`config.mk`:
```
export PLATFORM = sky130hd
export DESIGN_NAME = spr_pin_roles
export DESIGN_NICKNAME = d
export VERILOG_FILES = /design/src/spr_pkg.sv /design/src/spr_sync.sv /design/src/spr_pin_roles.sv
export VERILOG_INCLUDE_DIRS = /design/src
export SDC_FILE = /design/constraint.sdc
export NUM_CORES = 1
export LEC_CHECK = 0
export BUFFER_PORTS_ARGS = -buffer_cell sky130_fd_sc_hd__buf_2
export CORE_ASPECT_RATIO = 1.1
export CORE_UTILIZATION = 34
export DETAILED_ROUTE_END_ITERATION = 8
export PLACE_DENSITY = 0.55
export SLEW_MARGIN = 15
export SYNTH_ARGS = -nofsm -noshare
export SYNTH_HDL_FRONTEND = slang
export SYNTH_SLANG_ARGS = --single-unit
```
`constraint.sdc`:
```
create_clock -name clk -period 2.7 [get_ports clk]
set_clock_uncertainty 0.1 [all_clocks]
set_input_delay 0.27 -clock clk [delete_from_list [all_inputs] [get_ports clk]]
set_output_delay 0.27 -clock clk [all_outputs]
set_load 0.01 [all_outputs]
```
`src/spr_defs.svh`:
```
`ifndef SPR_DEFS_SVH
`define SPR_DEFS_SVH

// Select-mode field encodings
`define SPR_MODE_3WIRE 2'h0
`define SPR_MODE_MULTI 2'h1

// Control reset values
`define SPR_RST_PORT_EN 1'h0
`define SPR_RST_MASTER_EN 1'h0
`define SPR_RST_SELECT_MODE 2'h1

// Byte framing
`define SPR_LAST_BIT 3'h7
`define SPR_BIT_CNT_ZERO 3'h0

// Serial clock half period in system clocks while master
`define SPR_SCK_HALF_CYCLES 4

// Pin synchroniser reset levels {sck, nss, miso, mosi}
`define SPR_SYNC_RST 4'h4

`endif

```
`src/spr_pkg.sv`:
```
package spr_pkg;

  typedef struct packed {
    logic portEnable;
    logic masterEnable;
    logic [1:0] selectMode;
  } spr_ctrl_type;

  typedef enum logic [1:0] {
    SPR_IDLE = 2'b01,
    SPR_SHIFT = 2'b10
  } spr_mstate_type;

endpackage

```
`src/spr_sync.sv`:
```
`timescale 1ns/100ps
module spr_sync #(
  parameter int WIDTH = 4,
  parameter logic [WIDTH-1:0] RST_VAL = '0
) (
  input wire logic clk,
  input wire logic rst,
  input wire logic [WIDTH-1:0] async,
  output logic [WIDTH-1:0] synced
);

  logic [WIDTH-1:0] meta_r;

  // Two stages per bit; only the second stage is visible
  always_ff @(posedge clk)
  begin
    if (rst)
    begin
      meta_r <= RST_VAL;
      synced <= RST_VAL;
    end
    else
    begin
      meta_r <= async;
      synced <= meta_r;
    end
  end

endmodule // spr_sync

```
`src/spr_pin_roles.sv`:
```
// Behaviour
// RQ1: Master drives the master-out line; slave takes it as input.
// RQ2: Master takes the slave-out line as input; slave drives it.
// RQ3: Bytes shift most significant bit first on both lines.
// RQ4: Master out line comes straight from shift register top bit.
// RQ5: Slave-out is high impedance when disabled or unselected 4-wire slave.
// RQ6: 3-wire slave drives slave-out from shift register top bit continuously.
// RQ7: Serial clock driven only as master, received as slave.
// RQ8: 4-wire slave ignores serial clock while select input is high.
// RQ9: Select mode 00 is 3-wire form, select function disabled.
// RQ10: 3-wire slave always counts itself selected.
// RQ11: Select mode 01 makes the select pin an input selecting the slave.
// RQ12: Master in mode 01 disables itself on a select falling edge.
// RQ13: Mode 1x drives select pin out at the low mode bit level.
// RQ14: Software uses mode 1x only when configured as master.
// RQ15: Select pin unmapped in 3-wire modes, mapped otherwise.
// RQ16: System keeps a 3-wire slave alone on its bus.
// RQ17: Select-edge disable clears master and port enables, sets mode fault.
// RQ18: 4-wire slave clears its bit counter on select falling edge.
// RQ19: External master lowers select two clocks before first clock edge.
// RQ20: Slave sets transfer complete and stores byte after eight bits.
// RQ21: Select and serial clock inputs are synchronised before use.
`timescale 1ns/100ps
`include "spr_defs.svh"
module spr_pin_roles import spr_pkg::*; #(
  parameter int HALF_PERIOD = `SPR_SCK_HALF_CYCLES
) (
  input wire logic clk,
  input wire logic rst,
  input wire logic ctrlWrite,
  input wire spr_ctrl_type ctrlWrData,
  output spr_ctrl_type ctrlState,
  input wire logic txWrite,
  input wire logic [7:0] txData,
  output logic txReady,
  output logic [7:0] rxData,
  output logic transferCompleteFlag,
  input wire logic transferCompleteClr,
  output logic modeFaultFlag,
  input wire logic modeFaultClr,
  input wire logic mosiIn,
  output logic mosiOut,
  output logic mosiOe,
  input wire logic misoIn,
  output logic misoOut,
  output logic misoOe,
  input wire logic sckIn,
  output logic sckOut,
  output logic sckOe,
  input wire logic nssIn,
  output logic nssOut,
  output logic nssOe,
  output logic nssMapped
);

  // Divider needs room for the synchroniser delay on the returning data
  if (HALF_PERIOD < 4 || HALF_PERIOD > 255)
  begin : g_chk
    $error("spr_pin_roles: HALF_PERIOD must be 4 to 255");
  end

  localparam logic [7:0] HALF_LAST = 8'(HALF_PERIOD - 1);

  spr_ctrl_type ctrl_r;
  spr_mstate_type mState_r;
  logic [3:0] pinSync;
  logic sckSync, nssSync, misoSync, mosiSync;
  logic sckPrev_r, nssPrev_r;
  logic sckRise, nssFall;
  logic isMaster, isSlave, slaveSel, slaveActive, fourWireSlave;
  logic faultEvent, txAccept;
  logic [7:0] halfCnt_r;
  logic sckLevel_r, sampleBit_r;
  logic halfTick, masterRise, masterFall, slaveShift, byteDone, newBit;
  logic [7:0] shiftReg_r;
  logic [2:0] bitCnt_r;
  logic [7:0] rxData_r;
  logic xferDone_r, modeFault_r;

  // RQ21: synchronise pin inputs
  spr_sync #(
    .WIDTH(4),
    .RST_VAL(`SPR_SYNC_RST)
  ) u_sync (
    .clk(clk),
    .rst(rst),
    .async({sckIn, nssIn, misoIn, mosiIn}),
    .synced(pinSync)
  );

  assign sckSync = pinSync[3];
  assign nssSync = pinSync[2];
  assign misoSync = pinSync[1];
  assign mosiSync = pinSync[0];

  // Edge history taken from synchronised levels only
  always_ff @(posedge clk)
  begin
    if (rst)
    begin
      sckPrev_r <= 1'b0;
      nssPrev_r <= 1'b1;
    end
    else
    begin
      sckPrev_r <= sckSync;
      nssPrev_r <= nssSync;
    end
  end

  assign sckRise = sckSync & ~sckPrev_r;
  assign nssFall = nssPrev_r & ~nssSync;

  assign isMaster = ctrl_r.portEnable & ctrl_r.masterEnable;
  assign isSlave = ctrl_r.portEnable & ~ctrl_r.masterEnable;
  assign fourWireSlave = isSlave & (ctrl_r.selectMode == `SPR_MODE_MULTI);

  // RQ9 RQ10 RQ11: selection by mode
  assign slaveSel = (ctrl_r.selectMode == `SPR_MODE_3WIRE) |
                    ((ctrl_r.selectMode == `SPR_MODE_MULTI) & ~nssSync);
  // RQ8: clock ignored unless selected
  assign slaveActive = isSlave & slaveSel;

  // RQ12: multi-master select edge
  assign faultEvent = isMaster & (ctrl_r.selectMode == `SPR_MODE_MULTI) & nssFall;

  // Loading only between bytes keeps a byte in flight intact
  assign txReady = ctrl_r.portEnable & (mState_r == SPR_IDLE) & (bitCnt_r == `SPR_BIT_CNT_ZERO);
  assign txAccept = txWrite & txReady;

  // RQ17: fault clears both enables, wins over a software write
  always_ff @(posedge clk)
  begin
    if (rst)
    begin
      ctrl_r.portEnable <= `SPR_RST_PORT_EN;
      ctrl_r.masterEnable <= `SPR_RST_MASTER_EN;
      ctrl_r.selectMode <= `SPR_RST_SELECT_MODE;
    end
    else if (faultEvent)
    begin
      ctrl_r.portEnable <= 1'b0;
      ctrl_r.masterEnable <= 1'b0;
    end
    else if (ctrlWrite)
    begin
      ctrl_r <= ctrlWrData;
    end
  end

  // Master sequencer
  always_ff @(posedge clk)
  begin
    if (rst)
    begin
      mState_r <= SPR_IDLE;
    end
    else
    begin
      unique case (mState_r)
        SPR_IDLE:
        begin
          if (txAccept && isMaster)
          begin
            mState_r <= SPR_SHIFT;
          end
        end
        SPR_SHIFT:
        begin
          if (!isMaster || byteDone)
          begin
            mState_r <= SPR_IDLE;
          end
        end
      endcase
    end
  end

  assign halfTick = (mState_r == SPR_SHIFT) & (halfCnt_r == HALF_LAST);
  assign masterRise = halfTick & ~sckLevel_r;
  assign masterFall = halfTick & sckLevel_r;

  always_ff @(posedge clk)
  begin
    if (rst || mState_r != SPR_SHIFT || halfTick)
    begin
      halfCnt_r <= 8'h00;
    end
    else
    begin
      halfCnt_r <= halfCnt_r + 8'h01;
    end
  end

  // RQ7: clock generated only in master shifting
  always_ff @(posedge clk)
  begin
    if (rst || mState_r != SPR_SHIFT)
    begin
      sckLevel_r <= 1'b0;
    end
    else if (halfTick)
    begin
      sckLevel_r <= ~sckLevel_r;
    end
  end

  // RQ2: master samples slave-out on rising clock
  always_ff @(posedge clk)
  begin
    if (rst)
    begin
      sampleBit_r <= 1'b0;
    end
    else if (masterRise)
    begin
      sampleBit_r <= misoSync;
    end
  end

  assign slaveShift = slaveActive & sckRise;
  assign newBit = masterFall ? sampleBit_r : mosiSync;

  // RQ3: shift left, top bit leaves first
  always_ff @(posedge clk)
  begin
    if (rst)
    begin
      shiftReg_r <= 8'h00;
    end
    else if (txAccept)
    begin
      shiftReg_r <= txData;
    end
    else if (masterFall || slaveShift)
    begin
      shiftReg_r <= {shiftReg_r[6:0], newBit};
    end
  end

  // RQ18: select fall restarts the count; disable is the only 3-wire slave restart; a master dropping out mid-byte also restarts
  always_ff @(posedge clk)
  begin
    if (rst || !ctrl_r.portEnable)
    begin
      bitCnt_r <= `SPR_BIT_CNT_ZERO;
    end
    else if ((fourWireSlave && nssFall) || (mState_r == SPR_SHIFT && !isMaster))
    begin
      bitCnt_r <= `SPR_BIT_CNT_ZERO;
    end
    else if (masterFall || slaveShift)
    begin
      bitCnt_r <= bitCnt_r + 3'h1;
    end
  end

  assign byteDone = (masterFall | slaveShift) & (bitCnt_r == `SPR_LAST_BIT);

  // RQ20: eighth bit stores byte and flags completion
  always_ff @(posedge clk)
  begin
    if (rst)
    begin
      rxData_r <= 8'h00;
    end
    else if (byteDone)
    begin
      rxData_r <= {shiftReg_r[6:0], newBit};
    end
  end

  // Set wins over a clear in the same cycle
  always_ff @(posedge clk)
  begin
    if (rst)
    begin
      xferDone_r <= 1'b0;
    end
    else if (byteDone)
    begin
      xferDone_r <= 1'b1;
    end
    else if (transferCompleteClr)
    begin
      xferDone_r <= 1'b0;
    end
  end

  // RQ17: mode fault flag
  always_ff @(posedge clk)
  begin
    if (rst)
    begin
      modeFault_r <= 1'b0;
    end
    else if (faultEvent)
    begin
      modeFault_r <= 1'b1;
    end
    else if (modeFaultClr)
    begin
      modeFault_r <= 1'b0;
    end
  end

  assign ctrlState = ctrl_r;
  assign rxData = rxData_r;
  assign transferCompleteFlag = xferDone_r;
  assign modeFaultFlag = modeFault_r;

  // RQ1 RQ4: master-out from top bit
  assign mosiOut = shiftReg_r[7];
  assign mosiOe = isMaster;
  // RQ5 RQ6: slave-out only while selected
  assign misoOut = shiftReg_r[7];
  assign misoOe = slaveActive;
  assign sckOut = sckLevel_r;
  assign sckOe = isMaster;
  // RQ13: select pin as output
  assign nssOut = ctrl_r.selectMode[0];
  assign nssOe = ctrl_r.selectMode[1];
  // RQ15: crossbar mapping of select pin
  assign nssMapped = (ctrl_r.selectMode != `SPR_MODE_3WIRE);
endmodule // spr_pin_roles

```
# After elaboration in Yosys (flattened, before gate mapping)
# Index checks and enable logic that the tools add are counted.
dict set report totals {
  ff_bits 47
  input_bits 22
  out_inout_bits 24
  word_cells 81
}
dict set report op_classes {
  n_bitwise 24
  eq_ne 8
  add_sub_neg 2
  reduce_logical 21
  n_mux 10
}
# op count
set ops {}
lappend ops {{1-bit AND} 17}
lappend ops {{8-bit two-way mux} 2}
lappend ops {{8-bit by 1-bit adder with 8-bit output (second input constant)} 1}
lappend ops {{8-bit by 2-bit equality test with 1-bit output (second input constant)} 1}
lappend ops {{2-bit nonzero test} 4}
lappend ops {{1-bit logical OR} 6}
lappend ops {{1-bit two-way mux} 5}
lappend ops {{1-bit inverter} 5}
lappend ops {{2-bit by 1-bit equality test with 1-bit output (second input constant)} 2}
lappend ops {{2-bit two-way mux} 2}
lappend ops {{2-bit inequality test (second input constant)} 2}
lappend ops {{2-bit case mux with 2 select lines} 1}
lappend ops {{2-bit AND reduction} 2}
lappend ops {{2-bit OR reduction} 2}
lappend ops {{3-bit by 1-bit adder with 3-bit output (second input constant)} 1}
lappend ops {{3-bit equality test (second input constant)} 1}
lappend ops {{1-bit logical AND} 3}
lappend ops {{3-bit zero test} 1}
lappend ops {{2-bit equality test (second input constant)} 1}
lappend ops {{1-bit zero test} 2}
lappend ops {{2-bit zero test} 1}
lappend ops {{2-bit by 1-bit inequality test with 1-bit output (second input constant)} 1}
lappend ops {{1-bit OR} 2}

# Depth between registers and ports, before layout
# Gate-level depths: netlist of run 1.
dict set report logic_depth {
  depth_word 10
  ltp_mapped 8
  ltp_nobuf 6
}

# Modules after synthesis
# Synthesis of run 1 repeated with hierarchy kept, for this count alone.
dict set report unflattened {
  hier_cells 227
  area_unflattened_um2 2038.2
}
# mod cells_per_inst area_per_inst_um2 seq_area_each_um2 instances
set modules_own_cells {}
lappend modules_own_cells {spr_pin_roles 211 1828.0 780.7 1}
lappend modules_own_cells {spr_sync 16 210.2 160.2 1}

# Worst setup path before layout of run 1
# OpenSTA, ideal clock, no wires.
dict set report synth_timing {
  kind {reg2reg}
  startpoint {register halfCnt_r[0]}
  endpoint {register rxData_r[0], in the netlist rxData[0]}
  n_path_buf 1
  arrival_ns 2.048
  slack_ns 0.478
  required_ns 2.526
  setup_time_ns 0.074
  path_stages_with_launch 7
  period_less_slack_ns 2.222
  cell_sequence {dfxtp_1 > ha_1 > or4b_4 > or4_4 > buf_6 > a31o_1 > a31oi_1}
}
dict set report synth_via {
  elab_chain_len 5
  word_cells_on_any_way 6
  classes_between {eq/ne (1); mux (1); bitwise (4)}
}
# item line
set synth_rtl {}
lappend synth_rtl {{start, declared} spr_pin_roles.sv:72} ;# logic [7:0] halfCnt_r;
lappend synth_rtl {{start signal, assigned} spr_pin_roles.sv:191} ;# halfCnt_r <= halfCnt_r + 8'h01;
lappend synth_rtl {{8-bit by 2-bit equality test with 1-bit output *} spr_pin_roles.sv:179} ;# assign halfTick = (mState_r == SPR_SHIFT) & (halfCnt_r == HALF_LAST);
lappend synth_rtl {{1-bit AND *} spr_pin_roles.sv:179}
lappend synth_rtl {{1-bit AND *} spr_pin_roles.sv:181} ;# assign masterFall = halfTick & sckLevel_r;
lappend synth_rtl {{1-bit OR} spr_pin_roles.sv:258} ;# assign byteDone = (masterFall | slaveShift) & (bitCnt_r == `SPR_LAST_BIT);
lappend synth_rtl {{1-bit AND} spr_pin_roles.sv:258}
lappend synth_rtl {{end signal, assigned} spr_pin_roles.sv:269} ;# rxData_r <= {shiftReg_r[6:0], newBit};
lappend synth_rtl {{end, declared} spr_pin_roles.sv:77} ;# logic [7:0] rxData_r;
# Every way passes the cells marked *; elsewhere a longest branch is shown, timed or not.
# A chain may end at the register's enable or synchronous reset.

# Worst setup path after layout of run 1
dict set report layout_timing {
  startpoint {register halfCnt_r[0]}
  endpoint {register shiftReg_r[1]}
}
dict set report layout_via {
  elab_chain_len 5
}
# item line
set layout_rtl {}
lappend layout_rtl {{8-bit by 2-bit equality test with 1-bit output} spr_pin_roles.sv:179}
lappend layout_rtl {{1-bit AND} spr_pin_roles.sv:179}
lappend layout_rtl {{1-bit AND} spr_pin_roles.sv:181}
lappend layout_rtl {{1-bit logical OR} spr_pin_roles.sv:235} ;# else if (masterFall || slaveShift)
lappend layout_rtl {{2-bit nonzero test (no line)} -}
lappend layout_rtl {{end signal, assigned} spr_pin_roles.sv:233} ;# shiftReg_r <= txData;
lappend layout_rtl {{end signal, assigned} spr_pin_roles.sv:237} ;# shiftReg_r <= {shiftReg_r[6:0], newBit};
lappend layout_rtl {{end, declared} spr_pin_roles.sv:75} ;# logic [7:0] shiftReg_r;
# No other way between the ends.

==> flow_metrics.py, run 1 <==
metrics = {
    "run_status": {
        "outcome": "finished, final reports clean",
    },
    "cts": {
        "postCtsSetupRepairBufs": 0,
        "cts-root-buf": "clkbuf_8",
        "cts.path.max_buffers": 2,
        "cts_num_sinks": 47,
        "htree_levels": 2,
        "cts_tree": "done",
        "cts_resized": 0,
        "cts_made_buffers": 5,
        "clk_latency_ns": 0.30,
        "clkTransAtPathRegs_ns": 0.09,
        "cts_hold_buf": 0,
    },
    "place": {
        "place_area_sq_um": 2240,
        "port_buffers": 45,
        "dp_slack_ns": 0.342,
        "placed_cells": 329,
        "detailed_place_hpwl_mm": 3.09,
        "routabilityCongestion": 0.741,
    },
    "global_routing": {
        "globalRoute.busiestLayer": "met2",
        "antenna_found_initial": 0,
        "grt_pass1_vias": 1431,
        "grt_use_met3": 0.0425,
        "grt_usage": 0.152,
        "use_met2": 0.245,
        "met1_usage": 0.191,
        "grt_pass1_wl_mm": 6.96,
        "overflow": 0,
        "grt_max_degree": 33,
    },
    "sta": {
        "timing.final.max_slew_violations": 0,
        "tightest_slew_ns": 0.653,
        "fin_crit_sh": 0.879,
        "fmax_mhz": 421,
        "final.setup.worst_slack_ns": 0.326,
        "fin_setup_tns_ns": 0,
        "setup_viol": 0,
        "period_needed_ns": 2.37,
        "max_slew_margin": 0.563,
        "hold_viol": 0,
        "rsz0062_at_grt": "no",
    },
    "floorplanning": {
        "io_pins": 46,
        "coreArea_sq_um": 5500,
        "start_util": 0.362,
        "die_y_um": 82.3,
        "rows": 28,
        "die_area_sq_um": 6170,
        "die_w_um": 75,
    },
    "synth": {
        "syn_avg_cell_area_sq_um": 8.90,
        "synth_compound_area_frac": 0.128,
        "synth_adder_area_share": 0.0251,
        "synth_top_family_by_area": "simple AND/OR/NAND/NOR gates",
        "ys_types": 41,
        "ys_seq_elements": 47,
        "ys.flop_type": "dfxtp_1",
        "syn_area_sq_um": 1990,
        "muxShareOfSynthArea": 0.0151,
        "synthXorXnorAreaFrac": 0.0308,
        "ys_seq_area_frac": 0.472,
        "async_reset_ff_frac": 0,
        "synth_nets": 250,
        "syn_inst": 224,
        "yosys.area_share.simple": 0.274,
        "ys_warn_count": 0,
        "synth_edf_count": 0,
    },
    "route": {
        "detail-route-antenna-nets": 0,
        "wirelength_mm": 4.36,
        "via_per_inst": 5.01,
        "drc": 0,
        "drtPass1Iterations": 4,
        "wire_per_inst_um": 12.9,
        "drt_iter0_markers": 60,
        "dr_total_vias": 1688,
    },
    "run": {
        "max_cap_viol_count": 0,
    },
    "worst_setup_path": {
        "worstPathArrival_ns": 2.44,
        "critical_path.top_delay_family": "simple AND/OR/NAND/NOR gates",
        "cp-end-kind": "flop",
        "reg2reg_from": "halfCnt_r[0]$_SDFF_PP0_",
        "crit_slowest_cell": "or4_1",
        "setup.worst_path.class": "flop to flop",
        "crit_path_cell_trace": "ha_1 > or4b_4 > or4_1 > nand4_1 > o211ai_1",
        "start_kind": "flop",
        "r2r_cells": 5,
        "r2r_end": "shiftReg_r[1]$_SDFFE_PP0P_",
        "path_buf_inv": 0,
        "max_stage_delay_ns": 0.71,
        "reg2reg_slack_ns": 0.33,
        "worstPathRequired_ns": 2.77,
        "startpoint": "halfCnt_r[0]$_SDFF_PP0_",
        "cp_max_fo": 12,
    },
    "finish": {
        "fillers": 596,
        "area_delta_synth_final_pct": 17.5,
        "final_area_sq_um": 2340,
        "layout-drive-gt1-share": 0.240,
        "diodes": 0,
        "nets": 287,
        "fin_cells": 337,
    },
    "hold_path": {
        "hold_class": "primary input to flop",
        "min_path_cells": 2,
        "hp-start": "nssIn",
        "holdPathEnd": "u_sync.meta_r[2]$_SDFF_PP1_",
    },
    "power": {
        "swShare": 0.232,
        "leakagePower_nw": 0.938,
        "comb_power_share": 0.061,
        "switchingPower_uw": 289,
        "ir_drop_mv": 0.256,
        "powerDensity_nw_per_um2": 531,
        "pwr-share-clk": 0.358,
        "seq_power_share": 0.581,
        "p_int_uw": 954,
    },
}
registers in the layout (all words and copies together), names as in the netlist, 2 cells and up:
signal,cells
mState_r,2
u_sync.synced,4
bitCnt_r,3
u_sync.meta_r,4
rxData,8
halfCnt_r,8
shiftReg_r,8
ctrlState,4
worst max-delay path by stage:
stage,to,depth (start not counted)
after floorplan,rxData[0]$_SDFFE_PP0P_,6
after global placement,shiftReg_r[2]$_SDFFE_PP0P_,5
after detailed placement,shiftReg_r[1]$_SDFFE_PP0P_,5
after CTS,shiftReg_r[1]$_SDFFE_PP0P_,5
after global routing,shiftReg_r[3]$_SDFFE_PP0P_,5
final,shiftReg_r[1]$_SDFFE_PP0P_,5
Yosys cell counts, drive strengths merged, types with 4 or more instances:
| library cell | n | area (sq um) |
|---|---|---|
| buf | 7 | 50.0 |
| or2 | 4 | 25.0 |
| nor2b | 7 | 43.8 |
| inv | 7 | 26.3 |
| and3 | 4 | 25.0 |
| dfxtp | 47 | 941 |
| xor2 | 5 | 43.8 |
| nor2 | 16 | 60.1 |
| clkbuf | 9 | 33.8 |
| nand4 | 9 | 56.3 |
| o21ai | 4 | 20.0 |
| nor3 | 7 | 35.0 |
| nand3 | 13 | 65.1 |
| nand2 | 23 | 86.3 |
| a31oi | 4 | 25.0 |
| o211ai | 14 | 105 |
| ha | 4 | 50.1 |
| a21oi | 13 | 65.1 |
final cells by class:
type	instances	area (sq um)	area share
Timing Repair Buffer	46	233	0.0994
Inverter	7	26.3	0.0112
Sequential cell	47	941	0.402
Tap cell	75	93.8	0.0401
Clock buffer	6	82.6	0.0353
Clock inverter	2	16.3	0.00695
Multi-Input combinational cell	154	948	0.405
logic make-up after synthesis:
| kind of cell | Yosys count |
|---|---|
| flops | 47 |
| simple gates | 100 |
| fa+ha+maj | 4 |
| buf+inv | 23 |
| compound gates | 40 |
| mux | 3 |
| xor+xnor | 7 |
layer usage:
metal  up-vias  part of all wire
met5         -                 0
met4         0             0.014
met3         4             0.041
met2        32              0.48
met1       785              0.46
li1        867                 -
power by group through the flow:
stage                     Combinational, mW  Sequential (mW)  Clock [mW]
after global placement               0.0744            0.738           0
after detailed placement             0.0754            0.738           0
after global routing                 0.0835            0.725       0.505
after CTS                            0.0757            0.722       0.468
after floorplan                      0.0452            0.737           0
final                                0.0754            0.722       0.446
placed cells by master (no fill, tap or decap), drive strengths merged, types with 2 or more instances in the layout:
| cell | n |
|---|---|
| nor2b | 7 |
| xnor2 | 2 |
| a31oi | 4 |
| nand3 | 13 |
| o21ai | 4 |
| nand2 | 23 |
| nor2 | 16 |
| dfxtp | 47 |
| nand4 | 9 |
| xor2 | 5 |
| o211ai | 14 |
| a21oi | 13 |
| or3b | 2 |
| or4 | 2 |
| mux2i | 3 |
| nor3 | 7 |
| nand2b | 2 |
| buf | 46 |
| clkbuf | 6 |
| or2 | 4 |
| o31ai | 2 |
| ha | 4 |
| inv | 7 |
| or3 | 3 |
| and3 | 4 |
through the flow:
stage	power (mW)	utilization	hold WS [ns]
6_report	1.24	0.426	0.0483
5_1_grt	1.31	0.426	0.0288
4_1_cts	1.27	0.424	0.0360
3_5_place_dp	0.814	0.407	0.293
3_3_place_gp	0.813	0.407	0.301
2_1_floorplan	0.782	-	0.274
No activity file was read; power rests on OpenSTA's default activity.
==> run 2, diff against run 1 <==
--- a/config.mk
+++ b/config.mk
@@ -8,9 +8,10 @@
 export LEC_CHECK = 0
 export BUFFER_PORTS_ARGS = -buffer_cell sky130_fd_sc_hd__buf_2
 export CORE_ASPECT_RATIO = 1.1
-export CORE_UTILIZATION = 34
+export CORE_UTILIZATION = 50
 export DETAILED_ROUTE_END_ITERATION = 8
-export PLACE_DENSITY = 0.55
+export MAX_ROUTING_LAYER = met4
+export PLACE_DENSITY = 0.75
 export SLEW_MARGIN = 15
 export SYNTH_ARGS = -nofsm -noshare
 export SYNTH_HDL_FRONTEND = slang
==> constraint.sdc (replaced) <==
create_clock -name clk -period 2.8 [get_ports clk]
set_clock_uncertainty 0.1 [all_clocks]
set_input_delay 0.28 -clock clk [delete_from_list [all_inputs] [get_ports clk]]
set_output_delay 0.28 -clock clk [all_outputs]
set_load 0.01 [all_outputs]
==> run 2 against run 1 <==
Cell count down 7.7%. Final area down 1.4%. Wire length down 7.6%. Register-to-register slack better by 0.07 ns. Via count up 1.5%. Clock power up 4.5%. Count of clock-buffer cells in the layout unchanged. Critical path depth unchanged. Maximum frequency down 1.1%. Power down 0.72%. Sequential power down 3.6%. Critical path type unchanged. Critical endpoint is now shiftReg_r[2]$_SDFFE_PP0P_.
==> flow_metrics.py, run 2 (same netlist as run 1, synthesis figures left out) <==
metrics = {
    "power": {
        "leakagePower_nw": 0.942,
        "powerDensity_nw_per_um2": 535,
        "ir_drop_mv": 0.387,
    },
    "place": {
        "port_buffers": 45,
        "placed_cells": 304,
        "dp_slack_ns": 0.438,
        "detailed_place_hpwl_mm": 2.86,
        "routabilityCongestion": 0.797,
    },
    "cts": {
        "clkTransAtPathRegs_ns": 0.08,
        "htree_levels": 2,
        "cts.path.max_buffers": 2,
        "cts_resized": 0,
        "cts_num_sinks": 47,
        "cts_tree": "done",
        "cts_hold_buf": 0,
        "cts-root-buf": "clkbuf_8",
        "clk_latency_ns": 0.29,
        "cts_made_buffers": 5,
        "postCtsSetupRepairBufs": 0,
    },
    "floorplanning": {
        "rows": 23,
        "coreArea_sq_um": 3740,
        "die_w_um": 62.2,
        "io_pins": 46,
        "die_area_sq_um": 4240,
        "die_y_um": 68.2,
        "start_util": 0.533,
    },
    "route": {
        "detail-route-antenna-nets": 0,
        "via_per_inst": 5.51,
        "wire_per_inst_um": 12.9,
        "wirelength_mm": 4.03,
        "drc": 0,
        "drt_iter0_markers": 102,
        "dr_total_vias": 1714,
        "drtPass1Iterations": 4,
    },
    "sta": {
        "fin_setup_tns_ns": 0,
        "period_needed_ns": 2.40,
        "setup_viol": 0,
        "rsz0062_at_grt": "no",
        "timing.final.max_slew_violations": 0,
        "fmax_mhz": 417,
        "max_slew_margin": 0.239,
        "tightest_slew_ns": 1.14,
        "fin_crit_sh": 0.857,
        "final.setup.worst_slack_ns": 0.399,
        "hold_viol": 0,
    },
    "hold_path": {
        "holdPathEnd": "u_sync.meta_r[2]$_SDFF_PP1_",
        "min_path_cells": 2,
        "hp-start": "nssIn",
        "hold_class": "primary input to flop",
    },
    "finish": {
        "diodes": 0,
        "final_cell_mix": "47 x dfxtp_1, 45 x buf_2, 23 x nand2_1",
        "layout-drive-gt1-share": 0.230,
        "fin_cells": 311,
        "area_delta_synth_final_pct": 15.8,
        "nets": 287,
        "mostFrequentLayoutCell": "dfxtp_1",
    },
    "worst_setup_path": {
        "r2r_cells": 5,
        "reg2reg_slack_ns": 0.40,
        "worstPathArrival_ns": 2.46,
        "cp_max_fo": 12,
        "reg2reg_from": "halfCnt_r[0]$_SDFF_PP0_",
        "r2r_end": "shiftReg_r[2]$_SDFFE_PP0P_",
        "start_kind": "flop",
        "setup.worst_path.class": "flop to flop",
        "cp-end-kind": "flop",
        "worstPathRequired_ns": 2.86,
    },
    "global_routing": {
        "grt_use_met3": 0.0550,
        "globalRoute.busiestLayer": "met2",
        "grt_pass1_vias": 1383,
        "overflow": 0,
        "grt_usage": 0.200,
        "grt_pass1_wl_mm": 6.32,
        "antenna_found_initial": 0,
        "grt_max_degree": 33,
        "met1_usage": 0.226,
        "use_met2": 0.343,
    },
    "run": {
        "max_cap_viol_count": 0,
    },
    "run_status": {
        "outcome": "finished, final reports clean",
    },
}
[run 2: worst max path at each step]
stage	from	to	slack, ns
6_report	halfCnt_r[0]$_SDFF_PP0_	shiftReg_r[2]$_SDFFE_PP0P_	0.40
3_5_place_dp	halfCnt_r[0]$_SDFF_PP0_	shiftReg_r[2]$_SDFFE_PP0P_	0.44
4_1_cts	halfCnt_r[0]$_SDFF_PP0_	shiftReg_r[2]$_SDFFE_PP0P_	0.41
2_1_floorplan	halfCnt_r[0]$_SDFF_PP0_	rxData[0]$_SDFFE_PP0P_	0.58
3_3_place_gp	halfCnt_r[0]$_SDFF_PP0_	shiftReg_r[3]$_SDFFE_PP0P_	0.50
5_1_grt	halfCnt_r[0]$_SDFF_PP0_	shiftReg_r[2]$_SDFFE_PP0P_	0.30
[run 2: metal layers]
layer | part of all wire | vias to the layer above
li1 | - | 858
met1 | 0.46 | 804
met2 | 0.48 | 44
met3 | 0.044 | 8
met4 | 0.014 | 0
met5 | 0 | -
[run 2: power by group]
part / total [mW] / switching [mW] / internal [mW]
Clock: 0.466 / 0.205 / 0.262
Combinational: 0.0717 / 0.0375 / 0.0342
Sequential: 0.696 / 0.0120 / 0.684
Total: 1.23 / 0.254 / 0.980
[run 2: per-stage QoR]
step           cell area (sq um)  hold WS [ns]  power [mW]  utilization
4_1_cts                     2310        0.0633        1.24        0.617
3_5_place_dp                2200         0.297       0.784        0.589
2_1_floorplan               1990         0.284       0.754            -
5_1_grt                     2310        0.0582        1.29        0.617
3_3_place_gp                2200         0.298       0.782        0.589
6_report                    2310        0.0684        1.23        0.617
[run 2: worst max-delay path: stages (launching register included)]
cell	delay, ns
dfxtp_1	0.39
ha_1	0.24
or4b_4	0.50
or4_1	0.71
nand4_1	0.21
o211ai_1	0.11
[run 2: layout make-up]
| class | instances | area [sq um] |
|---|---|---|
| flip-flops and latches | 47 | 941 |
| multi-input cells | 154 | 942 |
| well taps | 50 | 62.6 |
| clock buffers | 6 | 72.6 |
| inverters | 7 | 26.3 |
| fillers | 336 | 1430 |
| repair buffers | 46 | 233 |
| clock inverters | 1 | 30.0 |
